`src/common/apm_pkg.sv`:
```
// Constants and types for the absolute pulse positioning block
package apm_pkg;
  // ----------------------------------------
  // Clock and channel figures
  // ----------------------------------------
  localparam int unsigned CLK_HZ   = 200_000_000;
  localparam int unsigned HALF_CLK = CLK_HZ / 2;
  localparam int unsigned NCH      = 4;
  // ----------------------------------------
  // Register offsets
  // ----------------------------------------
  localparam logic [7:0] REG_CTRL     = 8'h00;
  localparam logic [7:0] REG_TARGET   = 8'h04;
  localparam logic [7:0] REG_RATE     = 8'h08;
  localparam logic [7:0] REG_CMD      = 8'h0C;
  localparam logic [7:0] REG_LIMIT    = 8'h10;
  localparam logic [7:0] REG_STOP     = 8'h14;
  localparam logic [7:0] REG_STATUS   = 8'h18;
  localparam logic [7:0] REG_IRQ_STAT = 8'h1C;
  localparam logic [7:0] REG_IRQ_MASK = 8'h20;
  localparam logic [7:0] REG_POS0     = 8'h24;
  localparam logic [7:0] REG_STEP     = 8'h04;
  // ----------------------------------------
  // Field positions
  // ----------------------------------------
  localparam int CTRL_RUN    = 0;
  localparam int CTRL_WIDE   = 1;
  localparam int CTRL_ADPT   = 2;
  localparam int CTRL_ADPT2  = 3;
  localparam int CTRL_CH2FIT = 4;
  localparam int CTRL_W      = 5;
  localparam int CMD_CH_LSB  = 0;
  localparam int CMD_DIR_LSB = 4;
  localparam int CMD_ACT     = 8;
  localparam int LIM_REV_LSB = 4;
  localparam int ST_DONE     = 0;
  localparam int ST_FAULT    = 1;
  localparam int ST_BUSY_LSB = 4;
  localparam int ST_ACTV_LSB = 8;
  localparam int IRQ_DONE    = 0;
  localparam int IRQ_FAULT   = 1;
  localparam int SHORT_W     = 16;
  // ----------------------------------------
  // Channel states
  // ----------------------------------------
  typedef enum logic [2:0] {
    ST_IDLE = 3'b001,
    ST_RUN  = 3'b010,
    ST_STOP = 3'b100
  } apm_state_t;
endpackage

```
`src/common/apm_ch_if.sv`:
```
// Link between the command logic and one pulse channel
`timescale 1ns/1ps
interface apm_ch_if;
  logic               start;
  logic signed [31:0] target;
  logic [31:0]        rate;
  logic               abort;
  logic               fwd_lim;
  logic               rev_lim;
  logic               busy;
  logic               pulse;
  logic               dir;
  logic               done_ev;
  logic               fault_ev;
  logic signed [31:0] pos;
  modport ctl (output start, target, rate, abort, fwd_lim, rev_lim,
               input busy, pulse, dir, done_ev, fault_ev, pos);
  modport ch  (input start, target, rate, abort, fwd_lim, rev_lim,
               output busy, pulse, dir, done_ev, fault_ev, pos);
endinterface

```
`src/hw/apm_channel.sv`:
```
// One pulse and direction generator with its position counter
`timescale 1ns/1ps
module apm_channel #(
  parameter int unsigned HALF = apm_pkg::HALF_CLK
) (
  input wire logic clk,   // System clock
  input wire logic rstn,  // Sync reset, low
  input wire logic ce,    // Clock enable
  apm_ch_if.ch     chif   // Command side
);
  apm_pkg::apm_state_t state;
  logic signed [31:0]  tgt;
  logic signed [31:0]  pos;
  logic [31:0]         rate_l;
  logic [32:0]         acc;
  logic [32:0]         sum;
  logic                pulse;
  logic                dir;
  logic                lim_hit;
  logic                stop_lim;
  logic                tick;
  logic                at_tgt;
  logic                stop_end;

  assign sum      = acc + {1'b0, rate_l};
  assign tick     = sum >= 33'(HALF);
  assign at_tgt   = pulse && tick && (pos == tgt);
  assign stop_end = !pulse || tick;
  // limit in travel direction
  assign lim_hit  = dir ? chif.fwd_lim : chif.rev_lim;
  // busy while producing pulses
  assign chif.busy  = state != apm_pkg::ST_IDLE;
  assign chif.pulse = pulse;
  assign chif.dir   = dir;
  assign chif.pos   = pos;

  // ----------------------------------------
  // Sequencer
  // ----------------------------------------
  always_ff @(posedge clk) begin
    if (!rstn) begin
      state    <= apm_pkg::ST_IDLE;
      tgt      <= '0;
      rate_l   <= '0;
      dir      <= 1'b0;
      stop_lim <= 1'b0;
    end else if (ce) begin
      unique case (state)
        apm_pkg::ST_IDLE: begin
          // operands taken at activation only
          if (chif.start) begin
            tgt    <= chif.target;
            rate_l <= chif.rate;
            // forward if target above position
            dir    <= chif.target > pos;
            if (chif.target != pos) begin
              state <= apm_pkg::ST_RUN;
            end
          end
        end
        apm_pkg::ST_RUN: begin
          if (at_tgt) begin
            state <= apm_pkg::ST_IDLE;
          end else if (chif.abort || lim_hit) begin
            // removal winds down without done
            stop_lim <= lim_hit;
            state    <= apm_pkg::ST_STOP;
          end
        end
        apm_pkg::ST_STOP: begin
          if (stop_end) begin
            state <= apm_pkg::ST_IDLE;
          end
        end
      endcase
    end
  end

  // ----------------------------------------
  // Pulse train and position
  // ----------------------------------------
  always_ff @(posedge clk) begin
    if (!rstn) begin
      acc   <= '0;
      pulse <= 1'b0;
      pos   <= '0;
    end else if (ce) begin
      if (state == apm_pkg::ST_IDLE) begin
        acc   <= '0;
        pulse <= 1'b0;
      end else begin
        acc <= tick ? sum - 33'(HALF) : sum;
        if (tick && pulse) begin
          pulse <= 1'b0;
        end else if (tick && state == apm_pkg::ST_RUN) begin
          pulse <= 1'b1;
          pos   <= dir ? pos + 32'sd1 : pos - 32'sd1;
        end
      end
    end
  end

  // ----------------------------------------
  // End events
  // ----------------------------------------
  always_ff @(posedge clk) begin
    if (!rstn) begin
      chif.done_ev  <= 1'b0;
      chif.fault_ev <= 1'b0;
    end else if (ce) begin
      // done when position meets target
      chif.done_ev <= (state == apm_pkg::ST_RUN && at_tgt) ||
                      (state == apm_pkg::ST_IDLE && chif.start &&
                       chif.target == pos);
      chif.fault_ev <= state == apm_pkg::ST_STOP && stop_end && stop_lim;
    end
  end

  // ----------------------------------------
  // Checks
  // ----------------------------------------
  property p_busy_pulse;
    @(posedge clk) disable iff (!rstn || !ce)
    pulse |-> chif.busy;
  endproperty
  a_busy_pulse: assert property (p_busy_pulse)
    else $error("pulse seen while channel idle");

  property p_dir_pick;
    @(posedge clk) disable iff (!rstn || !ce)
    (state == apm_pkg::ST_IDLE && chif.start && chif.target != pos)
      |=> (dir == ($past(chif.target) > $past(pos)));
  endproperty
  a_dir_pick: assert property (p_dir_pick)
    else $error("wrong direction chosen");

  property p_hold_ops;
    @(posedge clk) disable iff (!rstn || !ce)
    (state != apm_pkg::ST_IDLE) |=> $stable(tgt) && $stable(rate_l);
  endproperty
  a_hold_ops: assert property (p_hold_ops)
    else $error("operand changed during move");

  property p_done_pos;
    @(posedge clk) disable iff (!rstn || !ce)
    chif.done_ev |-> pos == tgt && state == apm_pkg::ST_IDLE;
  endproperty
  a_done_pos: assert property (p_done_pos)
    else $error("done without reaching target");

  c_done: cover property (@(posedge clk) disable iff (!rstn)
    $rose(chif.done_ev));
endmodule // apm_channel

```
`src/hw/apm_top.sv`:
```
// Absolute one-speed positioning block with register port
// Operation
// Target is a signed absolute count, 16 or 32 bits wide.
// Software keeps 16-bit targets within -32768 to +32767.
// Software keeps 32-bit targets within -999999 to +999999.
// Software keeps 16-bit rates within 10 to 32767 Hz.
// 32-bit rates up to 200000 Hz adapter, 100000 Hz built-in.
// Built-in channels 0 to 2 where fitted; adapter channels 0 to 3.
// Adapter channels 2 and 3 need the second adapter present.
// Adapter channels use direction outputs 4 to 7 in order. The code drives whichever output 0 to 7 the command names.
// Built-in pulse channels take built-in direction outputs. The code drives whichever output 0 to 7 the command names.
// Each channel owns busy, limit, activation and stop flags.
// One shared done flag and one fault flag, read only.
// Busy flag is read only and high while pulsing.
// Stop command is writable and cleared on run to stop.
// Forward when target above position, else reverse.
// Operand changes during a move wait for next activation.
// Removing activation stops the move without done.
// Limit in travel direction stops move and sets fault.
// Stop at target, drop busy, set done.
//
// The implementer's own choices: the plain strobed port and the placing of the registers.
`timescale 1ns/1ps
module apm_top #(
  parameter int unsigned NCH = apm_pkg::NCH
) (
  input  wire logic        CLK,       // 200 MHz clock
  input  wire logic        RSTN,      // Sync reset, low
  input  wire logic        CE,        // Clock enable
  input  wire logic [7:0]  ADDR,      // Register byte address
  input  wire logic [31:0] WDATA,     // Write data
  input  wire logic        WR,        // Write strobe
  input  wire logic        RD,        // Read strobe
  output logic      [31:0] RDATA,     // Read data, next cycle
  output logic             IRQ,       // Level interrupt
  output logic [NCH-1:0]   PULSE_OUT, // Pulse trains
  output logic [7:0]       DIR_OUT    // Direction outputs
);
  // ----------------------------------------
  // Registers and state
  // ----------------------------------------
  logic [apm_pkg::CTRL_W-1:0] ctrl;
  logic signed [31:0]         target_position_operand;
  logic [31:0]                pulse_rate_operand;
  logic [1:0]                 pulse_channel_operand;
  logic [2:0]                 direction_output_operand;
  logic                       act;
  logic                       act_q;
  logic                       run_q;
  logic [NCH-1:0]             fwd_limit;
  logic [NCH-1:0]             rev_limit;
  logic [NCH-1:0]             stop_cmd;
  logic [NCH-1:0]             busy;
  logic [NCH-1:0]             pulse;
  logic [NCH-1:0]             dirs;
  logic [NCH-1:0]             done_ev;
  logic [NCH-1:0]             fault_ev;
  logic [NCH-1:0]             start;
  logic [NCH-1:0]             move_active;
  logic signed [31:0]         pos [NCH];
  logic [2:0]                 dsel [NCH];
  logic                       move_done_flag;
  logic                       move_fault_flag;
  logic                       started;
  logic [1:0]                 run_ch;
  logic [1:0]                 irq_stat;
  logic [1:0]                 irq_mask;
  logic                       act_rise;
  logic                       ch_ok;
  logic                       accept;
  logic                       reject;
  logic                       run_fall;
  logic signed [31:0]         eff_target;
  logic [7:0]                 next_dir;
  logic [31:0]                next_rdata;

  assign act_rise = act && !act_q;
  assign run_fall = run_q && !ctrl[apm_pkg::CTRL_RUN];

  // ----------------------------------------
  // Channel acceptance
  // ----------------------------------------
  always_comb begin
    ch_ok = 1'b1;
    // built-in or adapter channel set
    // upper adapter channels need a second adapter
    unique case (pulse_channel_operand)
      2'd2: ch_ok = ctrl[apm_pkg::CTRL_ADPT] ?
                    ctrl[apm_pkg::CTRL_ADPT2] :
                    ctrl[apm_pkg::CTRL_CH2FIT];
      2'd3: ch_ok = ctrl[apm_pkg::CTRL_ADPT] &&
                    ctrl[apm_pkg::CTRL_ADPT2];
      default: ch_ok = 1'b1;
    endcase
  end

  assign accept = act_rise && ch_ok && !busy[pulse_channel_operand];
  assign reject = act_rise && !accept;

  // 16-bit targets are sign extended
  assign eff_target = ctrl[apm_pkg::CTRL_WIDE] ? target_position_operand :
    32'(signed'(target_position_operand[apm_pkg::SHORT_W-1:0]));

  // ----------------------------------------
  // Per-channel generators
  // ----------------------------------------
  genvar gi;
  generate
    for (gi = 0; gi < NCH; gi++) begin : g_ch
      apm_ch_if chi ();
      assign start[gi] = accept && pulse_channel_operand == 2'(gi);
      assign chi.start   = start[gi];
      assign chi.target  = eff_target;
      assign chi.rate    = pulse_rate_operand;
      // activation removal winds down own channel
      assign chi.abort   = stop_cmd[gi] ||
                           (run_ch == 2'(gi) && !act);
      // each channel has its own flag set
      assign chi.fwd_lim = fwd_limit[gi];
      assign chi.rev_lim = rev_limit[gi];
      assign busy[gi]     = chi.busy;
      assign pulse[gi]    = chi.pulse;
      assign dirs[gi]     = chi.dir;
      assign done_ev[gi]  = chi.done_ev;
      assign fault_ev[gi] = chi.fault_ev;
      assign pos[gi]      = chi.pos;
      assign move_active[gi] = started && run_ch == 2'(gi);
      apm_channel #(
        .HALF (apm_pkg::HALF_CLK)
      ) u_ch (
        .clk  (CLK),
        .rstn (RSTN),
        .ce   (CE),
        .chif (chi.ch)
      );
    end
  endgenerate

  assign PULSE_OUT = pulse;

  // ----------------------------------------
  // Software-written registers
  // ----------------------------------------
  always_ff @(posedge CLK) begin
    if (!RSTN) begin
      ctrl                     <= '0;
      target_position_operand  <= '0;
      pulse_rate_operand       <= '0;
      pulse_channel_operand    <= '0;
      direction_output_operand <= '0;
      act                      <= 1'b0;
      fwd_limit                <= '0;
      rev_limit                <= '0;
      irq_mask                 <= '0;
    end else if (CE && WR) begin
      unique case (ADDR)
        apm_pkg::REG_CTRL:
          ctrl <= WDATA[apm_pkg::CTRL_W-1:0];
        apm_pkg::REG_TARGET:
          target_position_operand <= signed'(WDATA);
        apm_pkg::REG_RATE:
          pulse_rate_operand <= WDATA;
        apm_pkg::REG_CMD: begin
          pulse_channel_operand <= WDATA[apm_pkg::CMD_CH_LSB +: 2];
          direction_output_operand <= WDATA[apm_pkg::CMD_DIR_LSB +: 3];
          act <= WDATA[apm_pkg::CMD_ACT];
        end
        apm_pkg::REG_LIMIT: begin
          fwd_limit <= WDATA[NCH-1:0];
          rev_limit <= WDATA[apm_pkg::LIM_REV_LSB +: NCH];
        end
        apm_pkg::REG_IRQ_MASK:
          irq_mask <= WDATA[1:0];
        default: ;
      endcase
    end
  end

  // ----------------------------------------
  // Stop command flags
  // ----------------------------------------
  always_ff @(posedge CLK) begin
    if (!RSTN) begin
      stop_cmd <= '0;
      run_q    <= 1'b0;
    end else if (CE) begin
      run_q <= ctrl[apm_pkg::CTRL_RUN];
      // run to stop clears, ahead of a write
      if (run_fall) begin
        stop_cmd <= '0;
      end else if (WR && ADDR == apm_pkg::REG_STOP) begin
        stop_cmd <= WDATA[NCH-1:0];
      end
    end
  end

  // ----------------------------------------
  // Activation tracking
  // ----------------------------------------
  always_ff @(posedge CLK) begin
    if (!RSTN) begin
      act_q   <= 1'b0;
      started <= 1'b0;
      run_ch  <= '0;
    end else if (CE) begin
      act_q <= act;
      if (accept) begin
        started <= 1'b1;
        run_ch  <= pulse_channel_operand;
      end else if (!act) begin
        started <= 1'b0;
      end
    end
  end

  always_ff @(posedge CLK) begin
    if (!RSTN) begin
      for (int i = 0; i < NCH; i++) begin
        dsel[i] <= '0;
      end
    end else if (CE) begin
      for (int i = 0; i < NCH; i++) begin
        if (start[i]) begin
          dsel[i] <= direction_output_operand;
        end
      end
    end
  end

  // ----------------------------------------
  // Shared done and fault flags
  // ----------------------------------------
  always_ff @(posedge CLK) begin
    if (!RSTN) begin
      move_done_flag  <= 1'b0;
      move_fault_flag <= 1'b0;
    end else if (CE) begin
      // hardware only, new events win over clear
      // completion sets done
      if (|done_ev) begin
        move_done_flag <= 1'b1;
      end else if (accept) begin
        move_done_flag <= 1'b0;
      end
      // limit stop sets fault at its end
      if (|fault_ev || reject) begin
        move_fault_flag <= 1'b1;
      end else if (accept) begin
        move_fault_flag <= 1'b0;
      end
    end
  end

  // ----------------------------------------
  // Direction outputs
  // ----------------------------------------
  always_comb begin
    next_dir = '0;
    for (int i = 0; i < NCH; i++) begin
      if (busy[i] && dirs[i]) begin
        next_dir[dsel[i]] = 1'b1;
      end
    end
  end

  always_ff @(posedge CLK) begin
    if (!RSTN) begin
      DIR_OUT <= '0;
    end else if (CE) begin
      DIR_OUT <= next_dir;
    end
  end

  // ----------------------------------------
  // Interrupt status
  // ----------------------------------------
  always_ff @(posedge CLK) begin
    if (!RSTN) begin
      irq_stat <= '0;
    end else if (CE) begin
      for (int b = 0; b < 2; b++) begin
        if ((b == apm_pkg::IRQ_DONE && |done_ev) ||
            (b == apm_pkg::IRQ_FAULT && (|fault_ev || reject))) begin
          irq_stat[b] <= 1'b1;
        end else if (RD && ADDR == apm_pkg::REG_IRQ_STAT) begin
          irq_stat[b] <= 1'b0;
        end
      end
    end
  end

  assign IRQ = |(irq_stat & irq_mask);

  // ----------------------------------------
  // Read path
  // ----------------------------------------
  always_comb begin
    next_rdata = '0;
    unique case (ADDR)
      apm_pkg::REG_CTRL:     next_rdata[apm_pkg::CTRL_W-1:0] = ctrl;
      apm_pkg::REG_TARGET:   next_rdata = target_position_operand;
      apm_pkg::REG_RATE:     next_rdata = pulse_rate_operand;
      apm_pkg::REG_CMD: begin
        next_rdata[apm_pkg::CMD_CH_LSB +: 2] = pulse_channel_operand;
        next_rdata[apm_pkg::CMD_DIR_LSB +: 3] = direction_output_operand;
        next_rdata[apm_pkg::CMD_ACT] = act;
      end
      apm_pkg::REG_LIMIT: begin
        next_rdata[NCH-1:0] = fwd_limit;
        next_rdata[apm_pkg::LIM_REV_LSB +: NCH] = rev_limit;
      end
      apm_pkg::REG_STOP:     next_rdata[NCH-1:0] = stop_cmd;
      apm_pkg::REG_STATUS: begin
        next_rdata[apm_pkg::ST_DONE]  = move_done_flag;
        next_rdata[apm_pkg::ST_FAULT] = move_fault_flag;
        next_rdata[apm_pkg::ST_BUSY_LSB +: NCH] = busy;
        next_rdata[apm_pkg::ST_ACTV_LSB +: NCH] = move_active;
      end
      apm_pkg::REG_IRQ_STAT: next_rdata[1:0] = irq_stat;
      apm_pkg::REG_IRQ_MASK: next_rdata[1:0] = irq_mask;
      default: begin
        for (int i = 0; i < NCH; i++) begin
          if (ADDR == apm_pkg::REG_POS0 + 8'(i) * apm_pkg::REG_STEP) begin
            next_rdata = pos[i];
          end
        end
      end
    endcase
  end

  always_ff @(posedge CLK) begin
    if (!RSTN) begin
      RDATA <= '0;
    end else if (CE) begin
      RDATA <= RD ? next_rdata : '0;
    end
  end

  // ----------------------------------------
  // Checks
  // ----------------------------------------
  property p_wide_target;
    @(posedge CLK) disable iff (!RSTN || !CE)
    !ctrl[apm_pkg::CTRL_WIDE] |->
      eff_target == {{16{target_position_operand[15]}},
                     target_position_operand[15:0]};
  endproperty
  a_wide_target: assert property (p_wide_target)
    else $error("short target not sign extended");

  property p_ch3_gate;
    @(posedge CLK) disable iff (!RSTN || !CE)
    act_rise && pulse_channel_operand == 2'd3 &&
      !ctrl[apm_pkg::CTRL_ADPT2] |=> move_fault_flag && !started;
  endproperty
  a_ch3_gate: assert property (p_ch3_gate)
    else $error("channel 3 taken without second adapter");

  property p_ch2_builtin;
    @(posedge CLK) disable iff (!RSTN || !CE)
    act_rise && pulse_channel_operand == 2'd2 &&
      !ctrl[apm_pkg::CTRL_ADPT] && !ctrl[apm_pkg::CTRL_CH2FIT]
      |-> !start[2];
  endproperty
  a_ch2_builtin: assert property (p_ch2_builtin)
    else $error("unfitted channel 2 started");

  property p_stop_clear;
    @(posedge CLK) disable iff (!RSTN || !CE)
    run_fall |=> stop_cmd == '0;
  endproperty
  a_stop_clear: assert property (p_stop_clear)
    else $error("stop command kept after run to stop");

  property p_abort_nodone;
    @(posedge CLK) disable iff (!RSTN || !CE)
    $fell(act) && busy[run_ch] && !move_done_flag && !(|done_ev)
      |=> !move_done_flag [*4];
  endproperty
  a_abort_nodone: assert property (p_abort_nodone)
    else $error("done set after activation removed");

  property p_fault_set;
    @(posedge CLK) disable iff (!RSTN || !CE)
    |fault_ev |=> move_fault_flag && irq_stat[apm_pkg::IRQ_FAULT];
  endproperty
  a_fault_set: assert property (p_fault_set)
    else $error("limit stop without fault flag");

  property p_done_set;
    @(posedge CLK) disable iff (!RSTN || !CE)
    |done_ev |=> move_done_flag ##1 (move_done_flag || $past(accept));
  endproperty
  a_done_set: assert property (p_done_set)
    else $error("completion not flagged");

  property p_flags_ro;
    @(posedge CLK) disable iff (!RSTN || !CE)
    WR && ADDR == apm_pkg::REG_STATUS && !(|done_ev) && !(|fault_ev)
      && !act_rise |=> $stable(move_done_flag) && $stable(move_fault_flag);
  endproperty
  a_flags_ro: assert property (p_flags_ro)
    else $error("status flag changed by a write");

  property p_active_own;
    @(posedge CLK) disable iff (!RSTN || !CE)
    accept |=> move_active == NCH'(1) << $past(pulse_channel_operand);
  endproperty
  a_active_own: assert property (p_active_own)
    else $error("activation flag on wrong channel");

  c_fault: cover property (@(posedge CLK) disable iff (!RSTN)
    $rose(move_fault_flag));
  c_abort: cover property (@(posedge CLK) disable iff (!RSTN)
    $fell(act) && |busy);
  c_irq: cover property (@(posedge CLK) disable iff (!RSTN) $rose(IRQ));
endmodule // apm_top

```
`config.mk`:
```
export PLATFORM = sky130hd
export DESIGN_NAME = apm_top
export DESIGN_NICKNAME = d
export VERILOG_FILES = /design/src/common/apm_pkg.sv /design/src/common/apm_ch_if.sv /design/src/hw/apm_channel.sv /design/src/hw/apm_top.sv
export SDC_FILE = /design/constraint.sdc
export NUM_CORES = 2
export LEC_CHECK = 0
export ABC_AREA = 1
export ABC_CLOCK_PERIOD_IN_PS = 4500
export CAP_MARGIN = 30
export CORE_AREA = 3 3 363 365
export DETAILED_ROUTE_END_ITERATION = 10
export DIE_AREA = 0 0 366 368
export DONT_BUFFER_PORTS = 1
export PLACE_DENSITY = 0.53
export SYNTH_ARGS = -nofsm -noshare
export SYNTH_HDL_FRONTEND = slang
export SYNTH_HIERARCHICAL = 1
export SYNTH_SLANG_ARGS = --single-unit
```
`constraint.sdc`:
```
create_clock -name CLK -period 4.5 [get_ports CLK]
set_input_delay 1.35 -clock CLK [delete_from_list [all_inputs] [get_ports CLK]]
set_output_delay 1.35 -clock CLK [all_outputs]
set_load 0.01 [all_outputs]
```
### Word-level counts from Yosys, hierarchy flattened

Memories as Yosys holds them, arrays and structs flattened.
Index checks and enable logic that the tools add are counted.

| word-level totals | value |
|---|---|
| register bits after elaboration | 686 |
| bits in writable memories | 12 |
| input bits | 45 |
| output and inout port bits | 45 |
| logic and storage cells | 432 |
| memories kept | 1 |

Memory list:

| name | depth | bits a word | read ports | clocked after memory_dff | wr ports | line | RTL |
|---|---|---|---|---|---|---|---|
| dsel | 4 | 3 | 4 | 0 | 4 | apm_top.sv:61 | `logic [2:0] dsel [NCH];` |

| cells by class | value |
|---|---|
| $add $sub $neg | 16 |
| magnitude comparators | 17 |
| equal/unequal tests | 63 |
| multiplexer cells | 113 |
| bitwise gates (word level) | 20 |
| reductions and logical operators | 142 |

Operators by type and width:

| operator | count |
|---|---|
| 2-to-1 mux 32 bit | 10 |
| 2-to-1 mux 33 bit | 8 |
| == test 32 bit | 8 |
| adder 33 x 32 -> 33 bit | 4 |
| greater-or-equal comparator 33 x 27 -> 1 bit, second input constant | 4 |
| subtractor 33 x 27 -> 33 bit, second input constant | 4 |
| adder 32 x 2 -> 32 bit, second input constant | 4 |
| greater-than comparator 32 bit | 4 |
| != test 32 bit | 4 |
| subtractor 32 x 2 -> 32 bit, second input constant | 4 |
| 2-to-1 mux 3 bit | 24 |
| logical AND 1 bit | 61 |
| case mux 20 bit (3 select lines) | 1 |
| 2-to-1 mux 1 bit | 47 |
| == test 8 x 6 -> 1 bit, second input constant | 5 |
| case mux 3 bit (3 select lines) | 4 |
| AND reduction 2 bit | 17 |
| == test 8 x 5 -> 1 bit, second input constant | 4 |
| 2-to-1 mux 8 bit | 4 |
| AND reduction 4 bit | 8 |
| != test 2 x 1 -> 1 bit, second input constant | 13 |
| != test 3 x 1 -> 1 bit, second input constant | 8 |
| OR 8 bit | 3 |
| case mux 2 bit (6 select lines) | 2 |
| other kinds (35) | 116 |

### Longest topological paths before layout

| logic depth | value |
|---|---|
| word-level depth | 11 |
| depth in mapped cells | 30 |
| depth with buffers taken out | 28 |

### Modules after synthesis

The synthesis kept the hierarchy.

Modules (own cells, without submodules):

| module | instances | cells an instance | area an instance (um^2) | sequential area each (um^2) |
|---|---|---|---|---|
| apm_channel at g_ch[1].u_ch ... | 2 | 1,834 | 11,335.9 | 2,742.6 |
| apm_channel at g_ch[3].u_ch | 1 | 1,854 | 11,439.7 | 2,742.6 |
| apm_channel at g_ch[0].u_ch | 1 | 1,840 | 11,423.5 | 2,742.6 |
| apm_top | 1 | 1,306 | 8,345.5 | 3,123.0 |

### Least setup slack after synthesis

No wires, ideal clock.

| timing path | value |
|---|---|
| path type | flip-flop to flip-flop |
| from | register g_ch[1].u_ch.rate_l[0] |
| to | register g_ch[1].u_ch.pos[28] |
| data arrival time | 3,116 ps |
| required time | 4,386 ps |
| slack | 1,270 ps |
| stages on the path, launching flop included | 26 |
| buffers on the path | 1 |
| clock period less this slack | 3,230 ps |
| cells stage by stage | dfxtp_1 > ha_1 > fa_1 > nand3_1 > nand2_1 > nand2_1 > nand2_1 > xnor2_1 > inv_1 > ha_1 > nand2_1 > nor3_1 > nand3_1 > nor2_1 > nand3_1 > nor2_1 > nand3_1 > nor2_2 > nand2_2 > nand3_4 > inv_4 > nor2_4 > nand2_4 > buf_2 > a21oi_1 > nor2_1 |

| on the way | value |
|---|---|
| cells in the longest elaborated chain, start to end | 5 |
| elaborated cells between the ends (all ways) | 6 |
| classes of those cells | add/sub (1); order compare (1); bitwise (1); reduce/logical (3) |

RTL lines:

| item | line | RTL |
|---|---|---|
| start: declaration | apm_channel.sv:14 | `logic [31:0] rate_l;` |
| start signal: assignment | apm_channel.sv:53 | `rate_l <= chif.rate;` |
| adder 33 x 32 -> 33 bit * | apm_channel.sv:25 | `assign sum = acc + {1'b0, rate_l};` |
| greater-or-equal comparator 33 x 27 -> 1 bit * | apm_channel.sv:26 | `assign tick = sum >= 33'(HALF);` |
| logical AND 1 bit | apm_channel.sv:93 | `if (tick && pulse) begin` |
| inverter 1 bit (no line) | - |  |
| AND reduction 4 bit (no line) * | - |  |
| end signal: assignment | apm_channel.sv:97 | `pos <= dir ? pos + 32'sd1 : pos - 32'sd1;` |
| end: declaration | apm_channel.sv:13 | `logic signed [31:0] pos;` |

Every way passes the cells marked *; elsewhere a longest branch is shown, timed or not.
A chain may end at the register's enable or synchronous reset.

### Worst setup path in the final report

| timing path | value |
|---|---|
| from | register g_ch[2].u_ch.rate_l[0] |
| to | register g_ch[2].u_ch.pos[30] |

| on the way | value |
|---|---|
| cells in the longest elaborated chain, start to end | 5 |
| elaborated cells between the ends (all ways) | 6 |
| classes of those cells | add/sub (1); order compare (1); bitwise (1); reduce/logical (3) |

RTL lines:

| item | line |
|---|---|
| start: declaration | apm_channel.sv:14 |
| start signal: assignment | apm_channel.sv:53 |
| adder 33 x 32 -> 33 bit * | apm_channel.sv:25 |
| greater-or-equal comparator 33 x 27 -> 1 bit * | apm_channel.sv:26 |
| logical AND 1 bit | apm_channel.sv:93 |
| inverter 1 bit (no line) | - |
| AND reduction 4 bit (no line) * | - |
| end signal: assignment | apm_channel.sv:97 |
| end: declaration | apm_channel.sv:13 |

Marks and branches as above.

==> run summary <==
Crit. End Element -> register
Final HPWL DP -> 164000 um
R2R Path End -> g_ch[2].u_ch/chif.pos[30]
Commonest cells in the netlist -> nand2_1 (2282), inv_1 (1281), a21oi_1 (910), dfxtp_1 (686), nor2_1 (670)
R2R Setup Slk -> 0.41 ns
Area growth, synth to finish -> 9.31%
Pwr Total -> 14800 uW
RSZ-0062 raised after global routing -> no
Fin cells -> 10400
Synth Area per Inst -> 6.22 um^2
Maximum resistive drop on vdd -> 0.238 mV
Wire per inst -> 20.4 um
Area of the core -> 0.129 mm^2
Die H -> 368 um
Leakage -> 0.0273 uW
Htree depth -> 3
Synthesis Warnings -> 6
Nets -> 9051
Full die area -> 0.135 mm^2
Crit. Startpoint -> g_ch[2].u_ch/rate_l[0]
Initial Util -> 0.417
Worst-path clk slew -> 0.06 ns
Area contributors post-synth -> dfxtp_1 (25%), nand2_1 (16%), inv_1 (8.9%)
CTS Hold Buffers Added -> 0
WHS -> 0.452 ns
GRT overflow -> 0
Final Cell Area -> 0.0589 mm^2
Syn_nets -> 9105
GPL Wtd Cong -> 1.01
Post-synth cell types -> 69
PwrDens -> 251 mW/mm^2
Number of global-route vias before repair -> 50600
Post-Syn Area -> 0.0539 mm^2
Fmax -> 244 MHz
Critical Path Most Common Cell -> nand2_1
Crit path time final -> 4.09 ns
Vias -> 55600
Worst skew pair latency -> 0.71 ns
Setup_tns -> 0 ns
Top-count cell post-synth -> nand2_1
Post-synth top area share -> 0.255
TritonCTS clock tree -> done
Total track usage -> 0.304
Final setup violation count -> 0
Post-synth EDFFs -> 12
Max incr delay on CP -> 0.46 ns
Post-CTS Repair Setup Buffers -> 0
# DRC -> 0
Total Wirelength -> 213000 um
Port bufs -> 0
Type of origin of the critical path -> register
Synth area leader -> dfxtp_1
Async SR Flop Fraction -> 0
Final hold vios -> 0
Number of max-cap violations -> 0
Vias per cell -> 5.33
Worst Path Required -> 5.12 ns
Initial antenna violation count -> 16
Final Skew -> 0.0257 ns
Die width -> 366 um
First-pass DRT Iterations -> 9
Worst-path fanout max -> 33
Post-Syn Instances -> 8668
FP Rows -> 132
ANT nets after route -> 0
Pin count of the biggest net entering global routing -> 398
Slew Limit Fails -> 0
Arrival time at the worst endpoint -> 4.71 ns
Fraction of layout cells with a size suffix above 1 -> 0.0723
Worst slew pin tran -> 1.42 ns
First-pass GRT wire length -> 316000 um
Crit path kind -> reg -> reg
Placed Instances -> 10300
TritonCTS Buffers -> 89
Worst r2r path cells -> 26
Slew margin rel. -> 0.0542
HP Class -> reg -> reg
CTS Buffer Depth -> 3
Worst Setup EP -> g_ch[2].u_ch/chif.pos[30]
Root Driver -> clkbuf_16
RR Startpoint -> g_ch[2].u_ch/rate_l[0]
Fin crit share -> 0.909
Placed Area -> 0.0557 mm^2
Status -> complete, no violations
Clk sinks -> 698
Hold depth -> 2
Synth Register Bits -> 698
DR iter-0 viols -> 5123
Worst path slowest cell -> fa_1
Seq/Total Area, Yosys -> 0.262
Main flop type after synthesis -> dfxtp_1
I/O pins -> 90
[power breakdown]
group	internal (uW)	switching, uW
logic	209	577
clock network	4550	3130
registers	6240	51.9
total	11000	3760
[cell usage in the layout, fill, tap and decap left out, types with 16 or more instances in the layout]
master,count
nand2_1,2282
inv_1,1279
a21oi_1,910
dfxtp_1,686
nor2_1,665
nand3_1,582
o21ai_0,539
ha_1,384
xor2_1,174
nand4_1,122
nand2_2,115
buf_4,113
clkbuf_16,89
nor2_2,76
inv_2,68
nor3_1,62
xnor2_1,57
o21ai_1,39
nand3b_1,39
nor4_1,28
a21oi_2,25
a221oi_1,21
a31oi_1,20
o211ai_1,19
nand3_2,18
o21bai_1,17
nor2_4,17
a211oi_1,17
clkbuf_1,16
[cells by family (layout without fill, tap and decap cells)]
kind of cell	count (synthesis)	in the layout	synth area share
flip-flops	698	698	0.262
XOR/XNOR	234	234	0.0385
buffers and inverters	1629	1646	0.119
adder cells (fa/ha/maj)	392	392	0.0921
AND/OR/NAND/NOR	4047	4047	0.324
other	0	14	0
AO/OA/AOI/OAI	1668	1668	0.165
[critical path, delay by kind of cell (launching register included)]
| family | cells | cell delay (ns) |
|---|---|---|
| xor gates and xnor gates | 1 | 0.20 |
| and+or+nand+nor | 18 | 1.96 |
| buffers and inverters | 3 | 0.46 |
| AOI/OAI and AO/OA | 1 | 0.18 |
| adders and majority gates | 3 | 0.89 |
| DFF | 1 | 0.31 |
[state kept, by name (all words and copies together) (netlist names), 5 cells and up]
register and cells:
DIR_OUT 8, RDATA 32, ctrl 5, dsel 12, g_ch.chi.rate 32, g_ch.u_ch/acc 132, g_ch.u_ch/chif.pos 128, g_ch.u_ch/rate_l 128
g_ch.u_ch/state 12, g_ch.u_ch/tgt 128, target_position_operand 32
[routing by layer]
metal / GRT usage / share of wire
met2: 0.488 / 0.44
met4: 0.118 / 0.044
met5: 0 / 0.00016
met1: 0.407 / 0.44
met3: 0.0520 / 0.073
[cell type report]
type                    count  area (um^2)
diodes                     14         35.0
clock buffers             117         2450
clock inverters            45          614
fillers                 14000        70300
inverters                1366         5140
multi-input cells        6341        33400
flip-flops and latches    698        14100
well taps                1742         2180
repair buffers            118          950
[worst min path at each step]
| stage | start | end |
|---|---|---|
| 6_report | g_ch[1].u_ch/rate_l[20] | g_ch[1].u_ch/rate_l[20] |
| 5_1_grt | g_ch[2].u_ch/rate_l[31] | g_ch[2].u_ch/rate_l[31] |
| 4_1_cts | g_ch[0].u_ch/rate_l[8] | g_ch[0].u_ch/rate_l[8] |
| 3_5_place_dp | g_ch[0].u_ch/rate_l[8] | g_ch[0].u_ch/rate_l[8] |
| 3_3_place_gp | g_ch[0].u_ch/rate_l[28] | g_ch[0].u_ch/rate_l[28] |
| 2_1_floorplan | g_ch[0].u_ch/rate_l[0] | g_ch[0].u_ch/rate_l[0] |
[repair_timing]
| item | in CTS | in global routing |
|---|---|---|
| endpoints found under the hold margin | 0 | 0 |
| endpoints found under the setup margin | 0 | 4 |
| resized for setup | 0 | 2 |
[stage by stage]
step                       util  worst slack [ns]
after floorplan               -              1.27
after global placement    0.431             0.439
after detailed placement  0.431             0.375
after CTS                 0.455             0.373
after global routing      0.456            0.0314
final                     0.456             0.409
Power figures use the tool's default switching activity.
